==> config.mk <==
export PLATFORM = sky130hd
export DESIGN_NAME = pmp_port_logic
export DESIGN_NICKNAME = d
export VERILOG_FILES = /design/src/core/pmp_pkg.sv /design/src/core/pmp_port_logic.sv
export VERILOG_INCLUDE_DIRS = /design/src /design/src/core
export SDC_FILE = /design/constraint.sdc
export NUM_CORES = 1
export LEC_CHECK = 0
export BUFFER_PORTS_ARGS = -buffer_cell sky130_fd_sc_hd__buf_2
export CORE_MARGIN = 8
export CORE_UTILIZATION = 50
export CTS_CLUSTER_SIZE = 16
export DETAILED_ROUTE_END_ITERATION = 8
export PLACE_DENSITY = 0.9
export RECOVER_POWER = 25
export SLEW_MARGIN = 0
export SYNTH_ARGS = -nofsm -noshare
export SYNTH_HDL_FRONTEND = slang
export SYNTH_SLANG_ARGS = --single-unit
export TNS_END_PERCENT = 100
==> constraint.sdc <==
create_clock -name core_clk_i -period 5.1 [get_ports core_clk_i]
set_input_delay 1.02 -clock core_clk_i [delete_from_list [all_inputs] [get_ports core_clk_i]]
set_output_delay 1.02 -clock core_clk_i [all_outputs]
set_load 0.02 [all_outputs]
==> src/core/pmp_params.svh <==
`ifndef PMP_PARAMS_SVH
`define PMP_PARAMS_SVH

// Register offsets on the plain register port.
`define PMP_OFS_A_LATCH   8'h00
`define PMP_OFS_A_DIR     8'h01
`define PMP_OFS_B_LATCH   8'h02
`define PMP_OFS_B_DIR     8'h03
`define PMP_OFS_C_LATCH   8'h04
`define PMP_OFS_C_DIR     8'h05
`define PMP_OFS_D_LATCH   8'h06
`define PMP_OFS_D_DIR     8'h07
`define PMP_OFS_E_PINS    8'h08
`define PMP_OFS_F_LATCH   8'h09
`define PMP_OFS_F_DIR     8'h0A
`define PMP_OFS_G_LATCH   8'h0B
`define PMP_OFS_G_DIR     8'h0C
`define PMP_OFS_H_LATCH   8'h0D
`define PMP_OFS_H_DIR     8'h0E
`define PMP_OFS_OPTION    8'h0F
`define PMP_OFS_PULL_H    8'h10
`define PMP_OFS_PULL_BFG  8'h11
`define PMP_OFS_MODE      8'h12

// Field positions.
`define PMP_OPT_OPEN_DRAIN_BIT 0
`define PMP_PULL_B_BIT         0
`define PMP_PULL_F_BIT         1
`define PMP_PULL_G_BIT         2
`define PMP_RW_BIT             7

// Reset values.
`define PMP_RST_BYTE  8'h00
`define PMP_RST_SIX   6'h00
`define PMP_RST_PULL  3'h0

`endif

==> src/core/pmp_pkg.sv <==
package pmp_pkg;

    // Operating mode, one-hot; codes from the two mode-select inputs (high, low).
    typedef enum logic [3:0] {
        PMP_MODE_BOOT   = 4'h1,
        PMP_MODE_TEST   = 4'h2,
        PMP_MODE_SINGLE = 4'h4,
        PMP_MODE_EXPAND = 4'h8
    } pmp_mode_type;

endpackage : pmp_pkg

==> src/core/pmp_port_logic.sv <==
// Our own choices: the register offsets and the address-and-strobe port.
`timescale 1ns/10ps
`include "pmp_params.svh"

module pmp_port_logic #(
    parameter int         PW             = 8,
    parameter int         DW             = 6,
    parameter logic [3:0] H_LOW_PULLUP   = 4'h0
) (
    input  wire logic          core_clk_i,
    input  wire logic          sys_rst_i,
    // Mode-select inputs, sampled while reset is high.
    input  wire logic          mode_select_low_i,
    input  wire logic          mode_select_high_i,
    // Register port.
    input  wire logic [7:0]    reg_addr_i,
    input  wire logic [7:0]    reg_wdata_i,
    input  wire logic          reg_wr_i,
    input  wire logic          reg_rd_i,
    output logic      [7:0]    reg_rdata_o,
    // Expansion bus from the core.
    input  wire logic [15:0]   bus_addr_i,
    input  wire logic [7:0]    bus_wdata_i,
    input  wire logic          bus_read_i,
    input  wire logic          bus_active_i,
    output logic      [7:0]    bus_rdata_o,
    output logic               expanded_o,
    // Port A with timer functions.
    input  wire logic [PW-1:0] port_a_pin_i,
    output logic      [PW-1:0] port_a_pin_o,
    output logic      [PW-1:0] port_a_pin_oe_o,
    input  wire logic [PW-1:0] port_a_alt_en_i,
    input  wire logic [PW-1:0] port_a_alt_out_i,
    input  wire logic [PW-1:0] port_a_alt_oe_i,
    output logic      [PW-1:0] port_a_alt_in_o,
    // Port B.
    input  wire logic [PW-1:0] port_b_pin_i,
    output logic      [PW-1:0] port_b_pin_o,
    output logic      [PW-1:0] port_b_pin_oe_o,
    output logic               port_b_pull_en_o,
    // Port C.
    input  wire logic [PW-1:0] port_c_pin_i,
    output logic      [PW-1:0] port_c_pin_o,
    output logic      [PW-1:0] port_c_pin_oe_o,
    // Port D with serial and SPI functions.
    input  wire logic [DW-1:0] port_d_pin_i,
    output logic      [DW-1:0] port_d_pin_o,
    output logic      [DW-1:0] port_d_pin_oe_o,
    input  wire logic [DW-1:0] port_d_alt_en_i,
    input  wire logic [DW-1:0] port_d_alt_out_i,
    input  wire logic [DW-1:0] port_d_alt_oe_i,
    output logic      [DW-1:0] port_d_alt_in_o,
    // Port E, input only.
    input  wire logic [PW-1:0] port_e_pin_i,
    output logic      [PW-1:0] port_e_adc_o,
    // Port F.
    input  wire logic [PW-1:0] port_f_pin_i,
    output logic      [PW-1:0] port_f_pin_o,
    output logic      [PW-1:0] port_f_pin_oe_o,
    output logic               port_f_pull_en_o,
    // Port G; bit 7 is the shared direction pin.
    input  wire logic [PW-1:0] port_g_pin_i,
    output logic      [PW-1:0] port_g_pin_o,
    output logic      [PW-1:0] port_g_pin_oe_o,
    output logic               port_g_pull_en_o,
    // Port H with serial and PWM functions.
    input  wire logic [PW-1:0] port_h_pin_i,
    output logic      [PW-1:0] port_h_pin_o,
    output logic      [PW-1:0] port_h_pin_oe_o,
    input  wire logic [PW-1:0] port_h_alt_en_i,
    input  wire logic [PW-1:0] port_h_alt_out_i,
    input  wire logic [PW-1:0] port_h_alt_oe_i,
    output logic      [PW-1:0] port_h_alt_in_o,
    output logic      [PW-1:0] port_h_pull_en_o,
    output logic      [PW-1:0] port_h_pull_up_o
);

    // Read-back: output bits return the driver input, input bits the pin.
    function automatic logic [7:0] read_back(input logic [7:0] dir_out,
                                             input logic [7:0] drv,
                                             input logic [7:0] pin);
        read_back = (dir_out & drv) | (~dir_out & pin);
    endfunction : read_back

    pmp_pkg::pmp_mode_type mode;
    logic [PW-1:0]         port_a_latch;
    logic [PW-1:0]         port_a_direction;
    logic [PW-1:0]         port_b_latch;
    logic [PW-1:0]         port_b_direction;
    logic [PW-1:0]         port_c_latch;
    logic [PW-1:0]         port_c_direction;
    logic [DW-1:0]         port_d_latch;
    logic [DW-1:0]         port_d_direction;
    logic [PW-1:0]         port_f_latch;
    logic [PW-1:0]         port_f_direction;
    logic [PW-1:0]         port_g_latch;
    logic [PW-1:0]         port_g_direction;
    logic [PW-1:0]         port_h_latch;
    logic [PW-1:0]         port_h_direction;
    logic                  port_c_open_drain;
    logic [PW-1:0]         pull_assignment_register;
    logic [2:0]            pull_bfg;
    logic [7:0]            rdata;
    logic [PW-1:0]         port_e_sample;

    // Mode decode.
    wire gpio_mode   = (mode == pmp_pkg::PMP_MODE_SINGLE) ||
                       (mode == pmp_pkg::PMP_MODE_BOOT);
    wire single_mode = (mode == pmp_pkg::PMP_MODE_SINGLE);
    wire bus_mode    = ~gpio_mode;

    // Mode capture: the pins are followed for as long as reset is held, so the
    // level present at the last reset edge is the one kept.
    always_ff @(posedge core_clk_i) begin
        if (sys_rst_i) begin
            unique case ({mode_select_high_i, mode_select_low_i})
                2'b00:   mode <= pmp_pkg::PMP_MODE_BOOT;
                2'b01:   mode <= pmp_pkg::PMP_MODE_TEST;
                2'b10:   mode <= pmp_pkg::PMP_MODE_SINGLE;
                default: mode <= pmp_pkg::PMP_MODE_EXPAND;
            endcase
        end
    end

    // Write decode.
    wire wr_a_l  = reg_wr_i && (reg_addr_i == `PMP_OFS_A_LATCH);
    wire wr_a_d  = reg_wr_i && (reg_addr_i == `PMP_OFS_A_DIR);
    wire wr_b_l  = reg_wr_i && (reg_addr_i == `PMP_OFS_B_LATCH);
    wire wr_b_d  = reg_wr_i && (reg_addr_i == `PMP_OFS_B_DIR);
    wire wr_c_l  = reg_wr_i && (reg_addr_i == `PMP_OFS_C_LATCH);
    wire wr_c_d  = reg_wr_i && (reg_addr_i == `PMP_OFS_C_DIR);
    wire wr_d_l  = reg_wr_i && (reg_addr_i == `PMP_OFS_D_LATCH);
    wire wr_d_d  = reg_wr_i && (reg_addr_i == `PMP_OFS_D_DIR);
    wire wr_f_l  = reg_wr_i && (reg_addr_i == `PMP_OFS_F_LATCH);
    wire wr_f_d  = reg_wr_i && (reg_addr_i == `PMP_OFS_F_DIR);
    wire wr_g_l  = reg_wr_i && (reg_addr_i == `PMP_OFS_G_LATCH);
    wire wr_g_d  = reg_wr_i && (reg_addr_i == `PMP_OFS_G_DIR);
    wire wr_h_l  = reg_wr_i && (reg_addr_i == `PMP_OFS_H_LATCH);
    wire wr_h_d  = reg_wr_i && (reg_addr_i == `PMP_OFS_H_DIR);
    wire wr_opt  = reg_wr_i && (reg_addr_i == `PMP_OFS_OPTION);
    wire wr_ph   = reg_wr_i && (reg_addr_i == `PMP_OFS_PULL_H);
    wire wr_pbfg = reg_wr_i && (reg_addr_i == `PMP_OFS_PULL_BFG);

    // Latches, directions and options; all clear at reset so every pin left to its direction bit floats.
    always_ff @(posedge core_clk_i) begin
        if (sys_rst_i) begin
            port_a_latch             <= `PMP_RST_BYTE;
            port_a_direction         <= `PMP_RST_BYTE;
            port_b_latch             <= `PMP_RST_BYTE;
            port_b_direction         <= `PMP_RST_BYTE;
            port_c_latch             <= `PMP_RST_BYTE;
            port_c_direction         <= `PMP_RST_BYTE;
            port_d_latch             <= `PMP_RST_SIX;
            port_d_direction         <= `PMP_RST_SIX;
            port_f_latch             <= `PMP_RST_BYTE;
            port_f_direction         <= `PMP_RST_BYTE;
            port_g_latch             <= `PMP_RST_BYTE;
            port_g_direction         <= `PMP_RST_BYTE;
            port_h_latch             <= `PMP_RST_BYTE;
            port_h_direction         <= `PMP_RST_BYTE;
            port_c_open_drain        <= 1'b0;
            pull_assignment_register <= `PMP_RST_BYTE;
            pull_bfg                 <= `PMP_RST_PULL;
        end else begin
            if (wr_a_l)  port_a_latch             <= reg_wdata_i;
            if (wr_a_d)  port_a_direction         <= reg_wdata_i;
            if (wr_b_l)  port_b_latch             <= reg_wdata_i;
            if (wr_b_d)  port_b_direction         <= reg_wdata_i;
            if (wr_c_l)  port_c_latch             <= reg_wdata_i;
            if (wr_c_d)  port_c_direction         <= reg_wdata_i;
            if (wr_d_l)  port_d_latch             <= reg_wdata_i[DW-1:0];
            if (wr_d_d)  port_d_direction         <= reg_wdata_i[DW-1:0];
            if (wr_f_l)  port_f_latch             <= reg_wdata_i;
            if (wr_f_d)  port_f_direction         <= reg_wdata_i;
            if (wr_g_l)  port_g_latch             <= reg_wdata_i;
            if (wr_g_d)  port_g_direction         <= reg_wdata_i;
            if (wr_h_l)  port_h_latch             <= reg_wdata_i;
            if (wr_h_d)  port_h_direction         <= reg_wdata_i;
            if (wr_opt)  port_c_open_drain        <= reg_wdata_i[`PMP_OPT_OPEN_DRAIN_BIT];
            if (wr_ph)   pull_assignment_register <= reg_wdata_i;
            if (wr_pbfg) pull_bfg                 <= reg_wdata_i[2:0];
        end
    end

    // Port A: a timer function that owns a pin drives it, so latch writes
    // leave that pin untouched; otherwise the direction bit decides.
    assign port_a_pin_o    = (port_a_alt_en_i & port_a_alt_out_i) |
                             (~port_a_alt_en_i & port_a_latch);
    assign port_a_pin_oe_o = (port_a_alt_en_i & port_a_alt_oe_i) |
                             (~port_a_alt_en_i & port_a_direction);
    assign port_a_alt_in_o = port_a_pin_i;

    // Port B: general I/O in normal-I/O modes, high address byte otherwise.
    assign port_b_pin_o    = bus_mode ? bus_addr_i[15:8] : port_b_latch;
    assign port_b_pin_oe_o = bus_mode ? {PW{1'b1}} :
                             (port_b_direction & {PW{gpio_mode}});

    // Port C: data bus in expanded modes, driven only while a write runs.
    // In single chip mode open drain keeps the high-side off, so a one floats for the pull-up.
    wire bus_drive_c = bus_active_i & ~bus_read_i;
    wire c_od        = port_c_open_drain & single_mode;
    assign port_c_pin_o    = bus_mode ? bus_wdata_i : port_c_latch;
    assign port_c_pin_oe_o = bus_mode ? {PW{bus_drive_c}} :
                             (port_c_direction &
                              ~({PW{c_od}} & port_c_latch));
    assign bus_rdata_o     = port_c_pin_i;

    // Port D: latch drives only pins that no serial function has taken.
    assign port_d_pin_o    = (port_d_alt_en_i & port_d_alt_out_i) |
                             (~port_d_alt_en_i & port_d_latch);
    assign port_d_pin_oe_o = (port_d_alt_en_i & port_d_alt_oe_i) |
                             (~port_d_alt_en_i & port_d_direction);
    assign port_d_alt_in_o = port_d_pin_i;

    // Port E: digital read and converter feed; sampled once so the converter
    // sees a stable value for a full cycle.
    always_ff @(posedge core_clk_i) begin
        if (sys_rst_i) begin
            port_e_sample <= `PMP_RST_BYTE;
        end else begin
            port_e_sample <= port_e_pin_i;
        end
    end
    assign port_e_adc_o = port_e_sample;

    // Port F: general I/O or low address byte.
    assign port_f_pin_o    = bus_mode ? bus_addr_i[7:0] : port_f_latch;
    assign port_f_pin_oe_o = bus_mode ? {PW{1'b1}} :
                             (port_f_direction & {PW{gpio_mode}});

    // Port G: bits 6:0 general I/O in normal-I/O modes, input only otherwise; bit 7 carries the bus direction.
    wire [PW-1:0] g_gp_oe = port_g_direction & {PW{gpio_mode}};
    assign port_g_pin_o    = {bus_mode ? bus_read_i : port_g_latch[7],
                              port_g_latch[6:0]};
    assign port_g_pin_oe_o = {bus_mode | g_gp_oe[7], g_gp_oe[6:0]};

    // Port H: serial on 7:4, PWM on 3:0; latch only in normal-I/O modes.
    assign port_h_pin_o    = (port_h_alt_en_i & port_h_alt_out_i) |
                             (~port_h_alt_en_i & port_h_latch);
    assign port_h_pin_oe_o = (port_h_alt_en_i & port_h_alt_oe_i) |
                             (~port_h_alt_en_i & port_h_direction &
                              {PW{gpio_mode}});
    assign port_h_alt_in_o = port_h_pin_i;

    // Pull controls; port H low nibble polarity is a build-time option.
    assign port_b_pull_en_o = pull_bfg[`PMP_PULL_B_BIT];
    assign port_f_pull_en_o = pull_bfg[`PMP_PULL_F_BIT];
    assign port_g_pull_en_o = pull_bfg[`PMP_PULL_G_BIT];
    assign port_h_pull_en_o = pull_assignment_register;
    assign port_h_pull_up_o = {4'hF, H_LOW_PULLUP};
    assign expanded_o       = bus_mode;

    // Read-back per port; the driven flag decides pin or driver input.
    wire [7:0] rb_a = read_back(port_a_pin_oe_o, port_a_pin_o, port_a_pin_i);
    wire [7:0] rb_b = read_back(port_b_pin_oe_o, port_b_pin_o, port_b_pin_i);
    wire [7:0] rb_c = read_back(port_c_pin_oe_o, port_c_pin_o, port_c_pin_i);
    wire [7:0] rb_d = read_back({2'h0, port_d_pin_oe_o}, {2'h0, port_d_pin_o},
                                {2'h0, port_d_pin_i});
    wire [7:0] rb_f = read_back(port_f_pin_oe_o, port_f_pin_o, port_f_pin_i);
    wire [7:0] rb_g = read_back(port_g_pin_oe_o, port_g_pin_o, port_g_pin_i);
    wire [7:0] rb_h = read_back(port_h_pin_oe_o, port_h_pin_o, port_h_pin_i);

    // Read mux; unmapped offsets read zero.
    logic [7:0] next_rdata;
    always_comb begin
        next_rdata = 8'h00;
        unique case (reg_addr_i)
            `PMP_OFS_A_LATCH:  next_rdata = rb_a;
            `PMP_OFS_A_DIR:    next_rdata = port_a_direction;
            `PMP_OFS_B_LATCH:  next_rdata = rb_b;
            `PMP_OFS_B_DIR:    next_rdata = port_b_direction;
            `PMP_OFS_C_LATCH:  next_rdata = rb_c;
            `PMP_OFS_C_DIR:    next_rdata = port_c_direction;
            `PMP_OFS_D_LATCH:  next_rdata = rb_d;
            `PMP_OFS_D_DIR:    next_rdata = {2'h0, port_d_direction};
            `PMP_OFS_E_PINS:   next_rdata = port_e_pin_i;
            `PMP_OFS_F_LATCH:  next_rdata = rb_f;
            `PMP_OFS_F_DIR:    next_rdata = port_f_direction;
            `PMP_OFS_G_LATCH:  next_rdata = rb_g;
            `PMP_OFS_G_DIR:    next_rdata = port_g_direction;
            `PMP_OFS_H_LATCH:  next_rdata = rb_h;
            `PMP_OFS_H_DIR:    next_rdata = port_h_direction;
            `PMP_OFS_OPTION:   next_rdata = {7'h00, port_c_open_drain};
            `PMP_OFS_PULL_H:   next_rdata = pull_assignment_register;
            `PMP_OFS_PULL_BFG: next_rdata = {5'h00, pull_bfg};
            `PMP_OFS_MODE:     next_rdata = {4'h0, mode};
            default:           next_rdata = 8'h00;
        endcase
    end

    // Read data stands only in the cycle after the strobe, zero otherwise.
    always_ff @(posedge core_clk_i) begin
        if (sys_rst_i) begin
            rdata <= 8'h00;
        end else begin
            rdata <= reg_rd_i ? next_rdata : 8'h00;
        end
    end
    assign reg_rdata_o = rdata;

endmodule : pmp_port_logic

## Word level (Yosys, flattened, before mapping)

Cells that the tools add are included.

| word-level totals | value |
|---|---|
| RAM bits | 0 |
| bits of input ports | 176 |
| output and inout bits | 174 |
| bits in latches | 0 |
| memories | 0 |
| register bits after elaboration | 140 |
| bits in read-only memories | 0 |

| operators by class | value |
|---|---|
| bitwise logic cells | 62 |
| shift operators | 0 |
| div/mod/pow operators | 0 |
| muxes and demuxes | 9 |
| $mul | 0 |
| add/sub/neg operators | 0 |
| $lt $le $gt $ge | 0 |
| equality and inequality tests | 22 |
| reduce and logical (&&, ||, !) cells | 21 |

Operator list:

| kind | count |
|---|---|
| 8-bit AND | 26 |
| 8-bit one-hot mux with 19 select lines | 1 |
| 8-bit OR | 10 |
| 8-bit NOT | 9 |
| 8-bit by 4-bit equality test with 1-bit output, second input constant | 8 |
| 8-bit 2-to-1 mux | 6 |
| 8-bit by 3-bit equality test with 1-bit output, second input constant | 4 |
| 6-bit AND | 5 |
| 8-bit by 5-bit equality test with 1-bit output, second input constant | 3 |
| 1-bit logical AND | 17 |
| 8-bit by 2-bit equality test with 1-bit output, second input constant | 2 |
| 6-bit OR | 2 |
| 4-bit one-hot mux with 3 select lines | 1 |
| 8-bit by 6-bit AND with 8-bit output | 1 |
| 8-bit by 1-bit equality test with 1-bit output, second input constant | 1 |
| 8-bit logical NOT | 1 |
| 6-bit NOT with 8-bit output | 1 |
| 6-bit by 8-bit OR with 8-bit output | 1 |
| 6-bit NOT | 1 |
| 4-bit by 1-bit equality test with 1-bit output, second input constant | 1 |
| 4-bit by 3-bit equality test with 1-bit output, second input constant | 1 |
| 1-bit NOT | 3 |
| 1-bit AND | 2 |
| 2-bit by 1-bit equality test with 1-bit output, second input constant | 1 |
| 6 further kinds | 6 |

## Depth between registers and ports, before layout

| depth | value |
|---|---|
| depth in word-level cells | 10 |
| mapped depth | 9 |

## Least setup slack after synthesis

No wires, ideal clock.

| timing path | value |
|---|---|
| path kind | reg-to-output |
| start point | register mode[0] |
| end point | output port_b_pin_o[4] |
| stages on the path, launching flop included | 9 |
| data required time | 4080 ps |
| arrival time | 1953 ps |
| path slack | 2127 ps |
| cell sequence | edfxtp_1 -> xor2_1 -> and2_0 -> buf_2 -> inv_1 -> clkbuf_1 -> buf_1 -> nand2_1 -> nand2_1 |

| on the way | value |
|---|---|
| cells in the longest elaborated chain, start to end | 3 |

RTL lines:

| what | RTL line | text |
|---|---|---|
| from (decl) | pmp_port_logic.sv:85 | `pmp_pkg::pmp_mode_type mode;` |
| from (signal assigned) | pmp_port_logic.sv:117 | `2'b00: mode <= pmp_pkg::PMP_MODE_BOOT;` |
| from (signal assigned) | pmp_port_logic.sv:118 | `2'b01: mode <= pmp_pkg::PMP_MODE_TEST;` |
| from (signal assigned) | pmp_port_logic.sv:119 | `2'b10: mode <= pmp_pkg::PMP_MODE_SINGLE;` |
| 4-bit by 3-bit equality test with 1-bit output / 4-bit by 1-bit equality test with 1-bit output (equally long branches) | pmp_port_logic.sv:107, pmp_port_logic.sv:108 |  |
| 1-bit logical OR (*) | pmp_port_logic.sv:107 | `wire gpio_mode = (mode == pmp_pkg::PMP_MODE_SINGLE) \|\|` |
| 8-bit 2-to-1 mux (*) | pmp_port_logic.sv:194 | `assign port_b_pin_o = bus_mode ? bus_addr_i[15:8] : port_b_latch;` |
| to (decl) | pmp_port_logic.sv:38 | `output logic [PW-1:0] port_b_pin_o,` |

Every way passes the cells marked *; elsewhere a longest branch is shown, timed or not.

## Worst setup path in the final report

| timing path | value |
|---|---|
| start point | input sys_rst_i |
| end point | register port_b_direction[2] |

RTL lines:

| what | RTL line | text |
|---|---|---|
| from (decl) | pmp_port_logic.sv:11 | `input wire logic sys_rst_i,` |
| to (signal assigned) | pmp_port_logic.sv:150 | `` port_b_direction <= `PMP_RST_BYTE; `` |
| to (signal assigned) | pmp_port_logic.sv:168 | `if (wr_b_d) port_b_direction <= reg_wdata_i;` |
| to (decl) | pmp_port_logic.sv:89 | `logic [PW-1:0] port_b_direction;` |

No word-level cell between the ends.

==> reports/results.txt <==
Leak -> 0.00434 µW
skew final -> 0.0120 ns
number of buffers added on ports -> 341
antenna-violating nets left -> 0
row count -> 48
CP Max Fanout -> 73
critical path capture point type -> register
setup_tns -> 0 ns
Net Switching -> 861 µW
initial antenna violation count -> 0
post-cts gate resize count -> 0
post-synthesis cell area -> 0.00865 mm²
clock slew at reported path FFs -> 0.06 ns
sequential share of power -> 0.394
most common cell after layout, fill and taps aside -> buf_2
Die Height -> 147 µm
Skew-Pair Late Insertion Delay -> 0.44 ns
Yosys warnings -> 0
Hold Startpoint -> port_h_latch[0]
Worst EP arrival -> 4.54 ns
internal reg-to-reg setup slack -> 2.03 ns
# fillers -> 1571
largest net degree at the start of global routing -> 86
Register Area -> 0.00284 mm²
min Tclk post-route -> 4.30 ns
Post-CTS Hold Buffers -> 0
initial core utilization -> 0.505
Pwr Total -> 2820 µW
cells after synthesis -> 1104
Cell variety after synth -> 68
WL per Instance -> 24.4 µm
violated checks -> max-capacitance violations, max-slew violations
Achievable Freq -> 0.232 GHz
Crit Path Category -> primary input to register
via count -> 9934
count of final setup violators -> 0
Slew HR -> -0.908
vias per inst -> 6.22
vias in the first global route -> 9763
Place WS -> 1.28 ns
Hold EP -> port_h_latch[0]
max-slew violations -> 62
Peak VDD IR -> 0.241 mV
GPL Wtd Cong -> 1.04
Fin. Hold Viols -> 0
post-synthesis sequential area ratio -> 0.329
CP max stage cell -> clkbuf_1
clock net sink count -> 140
Critical Path Max Stage Delay -> 1.98 ns
RSZ-0062 raised after global routing -> no
Post-synth EDFFs -> 4
Least-Margin Pin Slew -> 2.86 ns
combinational power share -> 0.181
Reg2Reg Depth -> 7
hold path cells -> 2
Max clock buf depth -> 2
NumNets Final -> 1534
CORE AREA -> 0.0171 mm²
syn_area_per_cell -> 7.83 µm²
share of cells above drive strength 1 -> 0.277
first-pass GRT wire length -> 58000 µm
Worst setup SP type -> primary input
asr flop ratio synth -> 0
P_int -> 1960 µW
CTS tree -> built
switch share -> 0.305
die width -> 147 µm
number of DRC markers in iteration 0 -> 1246
clock share of power -> 0.425
TritonCTS buffer count -> 17
worst path required time -> 5.33 ns
Worst R2R End -> reg_rdata_o[6]
die area -> 0.0218 mm²
DR DRC count -> 0
commonest cells after routing, fill and taps aside -> 277 x buf_2, 213 x nand2_1, 136 x dfxtp_1, 101 x mux2i_1, 93 x a21oi_1
Area Growth Syn to Fin -> 22.2%
clk root buf -> clkbuf_16
Final period util -> 0.844
Seq cells post-synth -> 140
cell-by-cell listing of the critical path -> clkbuf_1 > clkbuf_2 > a21oi_1
postcts setup bufs -> 0
GRT overflow -> 0
Post-synth top flop -> dfxtp_1
status -> finished with violations
router iterations before antenna repair -> 8
area occupied by multi-input gates -> 0.00516 mm²
GRT Total Usage -> 0.344
wirelength, routed -> 38900 µm
Hold Path Class -> register to register
H-tree Lvls -> 4
slack of the critical path -> 0.798 ns
number of max-cap violations -> 1
PwrDens -> 267 mW/mm²
r2r startpoint -> mode[2]
top-level port count -> 350
diode count -> 0
DPL Wire Length -> 29600 µm
[worst max path at each step]
stage | from | to | slack, ns | cells past startpoint
CTS | mode[2] | port_c_pin_oe_o[4] | 1.21 | 6
floorplan | mode[0] | port_b_pin_o[4] | 2.13 | 8
global placement | reg_addr_i[5] | reg_rdata_o[0] | 1.26 | 6
finish | sys_rst_i | port_b_direction[2] | 0.80 | 3
detailed placement | reg_addr_i[5] | reg_rdata_o[0] | 1.28 | 6
global route | sys_rst_i | port_f_latch[5] | 0.60 | 3
[critical path, delay by kind of cell]
family | cells | cell delay, ns
AO/OA/AOI/OAI | 1 | 0.13
buffers and inverters | 2 | 3.33
[per-stage QoR]
stage                util  std cells  area, µm²  hold WS (ns)
floorplan               -       1110       8670         0.434
global route        0.617       1596      10600         0.478
global placement    0.589       1564      10100         0.442
finish              0.617       1596      10600         0.454
CTS                 0.622       1596      10700         0.457
detailed placement  0.589       1564      10100         0.448
[power by group through the flow]
stage / combinational (µW) / sequential (µW) / clock (µW)
2_1_floorplan: 294 / 1140 / 0
3_3_place_gp: 500 / 1140 / 0
3_5_place_dp: 505 / 1140 / 0
4_1_cts: 507 / 1110 / 1200
5_1_grt: 538 / 1110 / 1250
6_report: 511 / 1110 / 1200
[area by class of cell]
type / instances / share of cell area
Clock inverter: 13 / 0.0110
Timing Repair Buffer: 348 / 0.159
Multi-Input combinational cell: 843 / 0.489
Clock buffer: 19 / 0.0429
Sequential cell: 140 / 0.269
Tap cell: 225 / 0.0266
Inverter: 8 / 0.00284
[Yosys cell counts, types with 3 or more instances]
master     count  area, µm²
edfxtp_1       4        120
o21ai_0       55        275
buf_4         47        353
a31o_2         5       43.8
a32oi_1        6       52.6
nor2_2         5       31.3
o221ai_1       4       35.0
nand2_1      213        800
a22o_1         8       70.1
a211oi_1      16        120
inv_1          8       30.0
nor2_1        79        297
o2111ai_1      3       26.3
mux2i_1      101       1010
nand3_1       44        220
a41oi_1        3       26.3
buf_2         13       65.1
o2bb2ai_1      4       35.0
and3_1        10       62.6
nor2b_1       25        156
dfxtp_1      136       2720
a21oi_1       93        465
o211ai_1       9       67.6
mux2_2        42        473
a2111oi_0      3       26.3
nand3b_1       7       52.6
nor4_1         5       31.3
buf_1          7       26.3
a2bb2oi_1      3       26.3
clkbuf_1      52        195
a221oi_1       5       43.8
nor3_1         4       20.0
a31oi_1       11       68.8
nand2b_1      28        175
[registers in the layout (all words and copies together), names as in the netlist, 8 cells and up]
signal	count
port_f_direction	8
port_h_pull_en_o	8
port_g_latch	8
port_a_latch	8
port_f_latch	8
port_a_direction	8
port_h_direction	8
port_h_latch	8
port_b_latch	8
port_e_adc_o	8
port_g_direction	8
port_c_latch	8
port_c_direction	8
reg_rdata_o	8
port_b_direction	8
[cell families (layout without fill, tap and decap cells)]
| family | Yosys count | in the layout | share of synthesized area |
|---|---|---|---|
| xor+xnor | 1 | 1 | 0.00101 |
| other cells | 2 | 8 | 0.000869 |
| flops | 140 | 140 | 0.329 |
| mux | 144 | 144 | 0.174 |
| buf+inv | 127 | 388 | 0.0774 |
| simple gates | 440 | 440 | 0.233 |
| compound gates | 250 | 250 | 0.185 |
[metal layers]
metal / wire length [µm] / track usage / up-vias
met5: 0 / 0 / -
met4: 2060 / 0.189 / 0
met3: 4360 / 0.0902 / 150
met2: 18200 / 0.553 / 750
met1: 14400 / 0.414 / 4656
li1: - / - / 4378
Note: power is estimated with default switching activity, not from simulation.
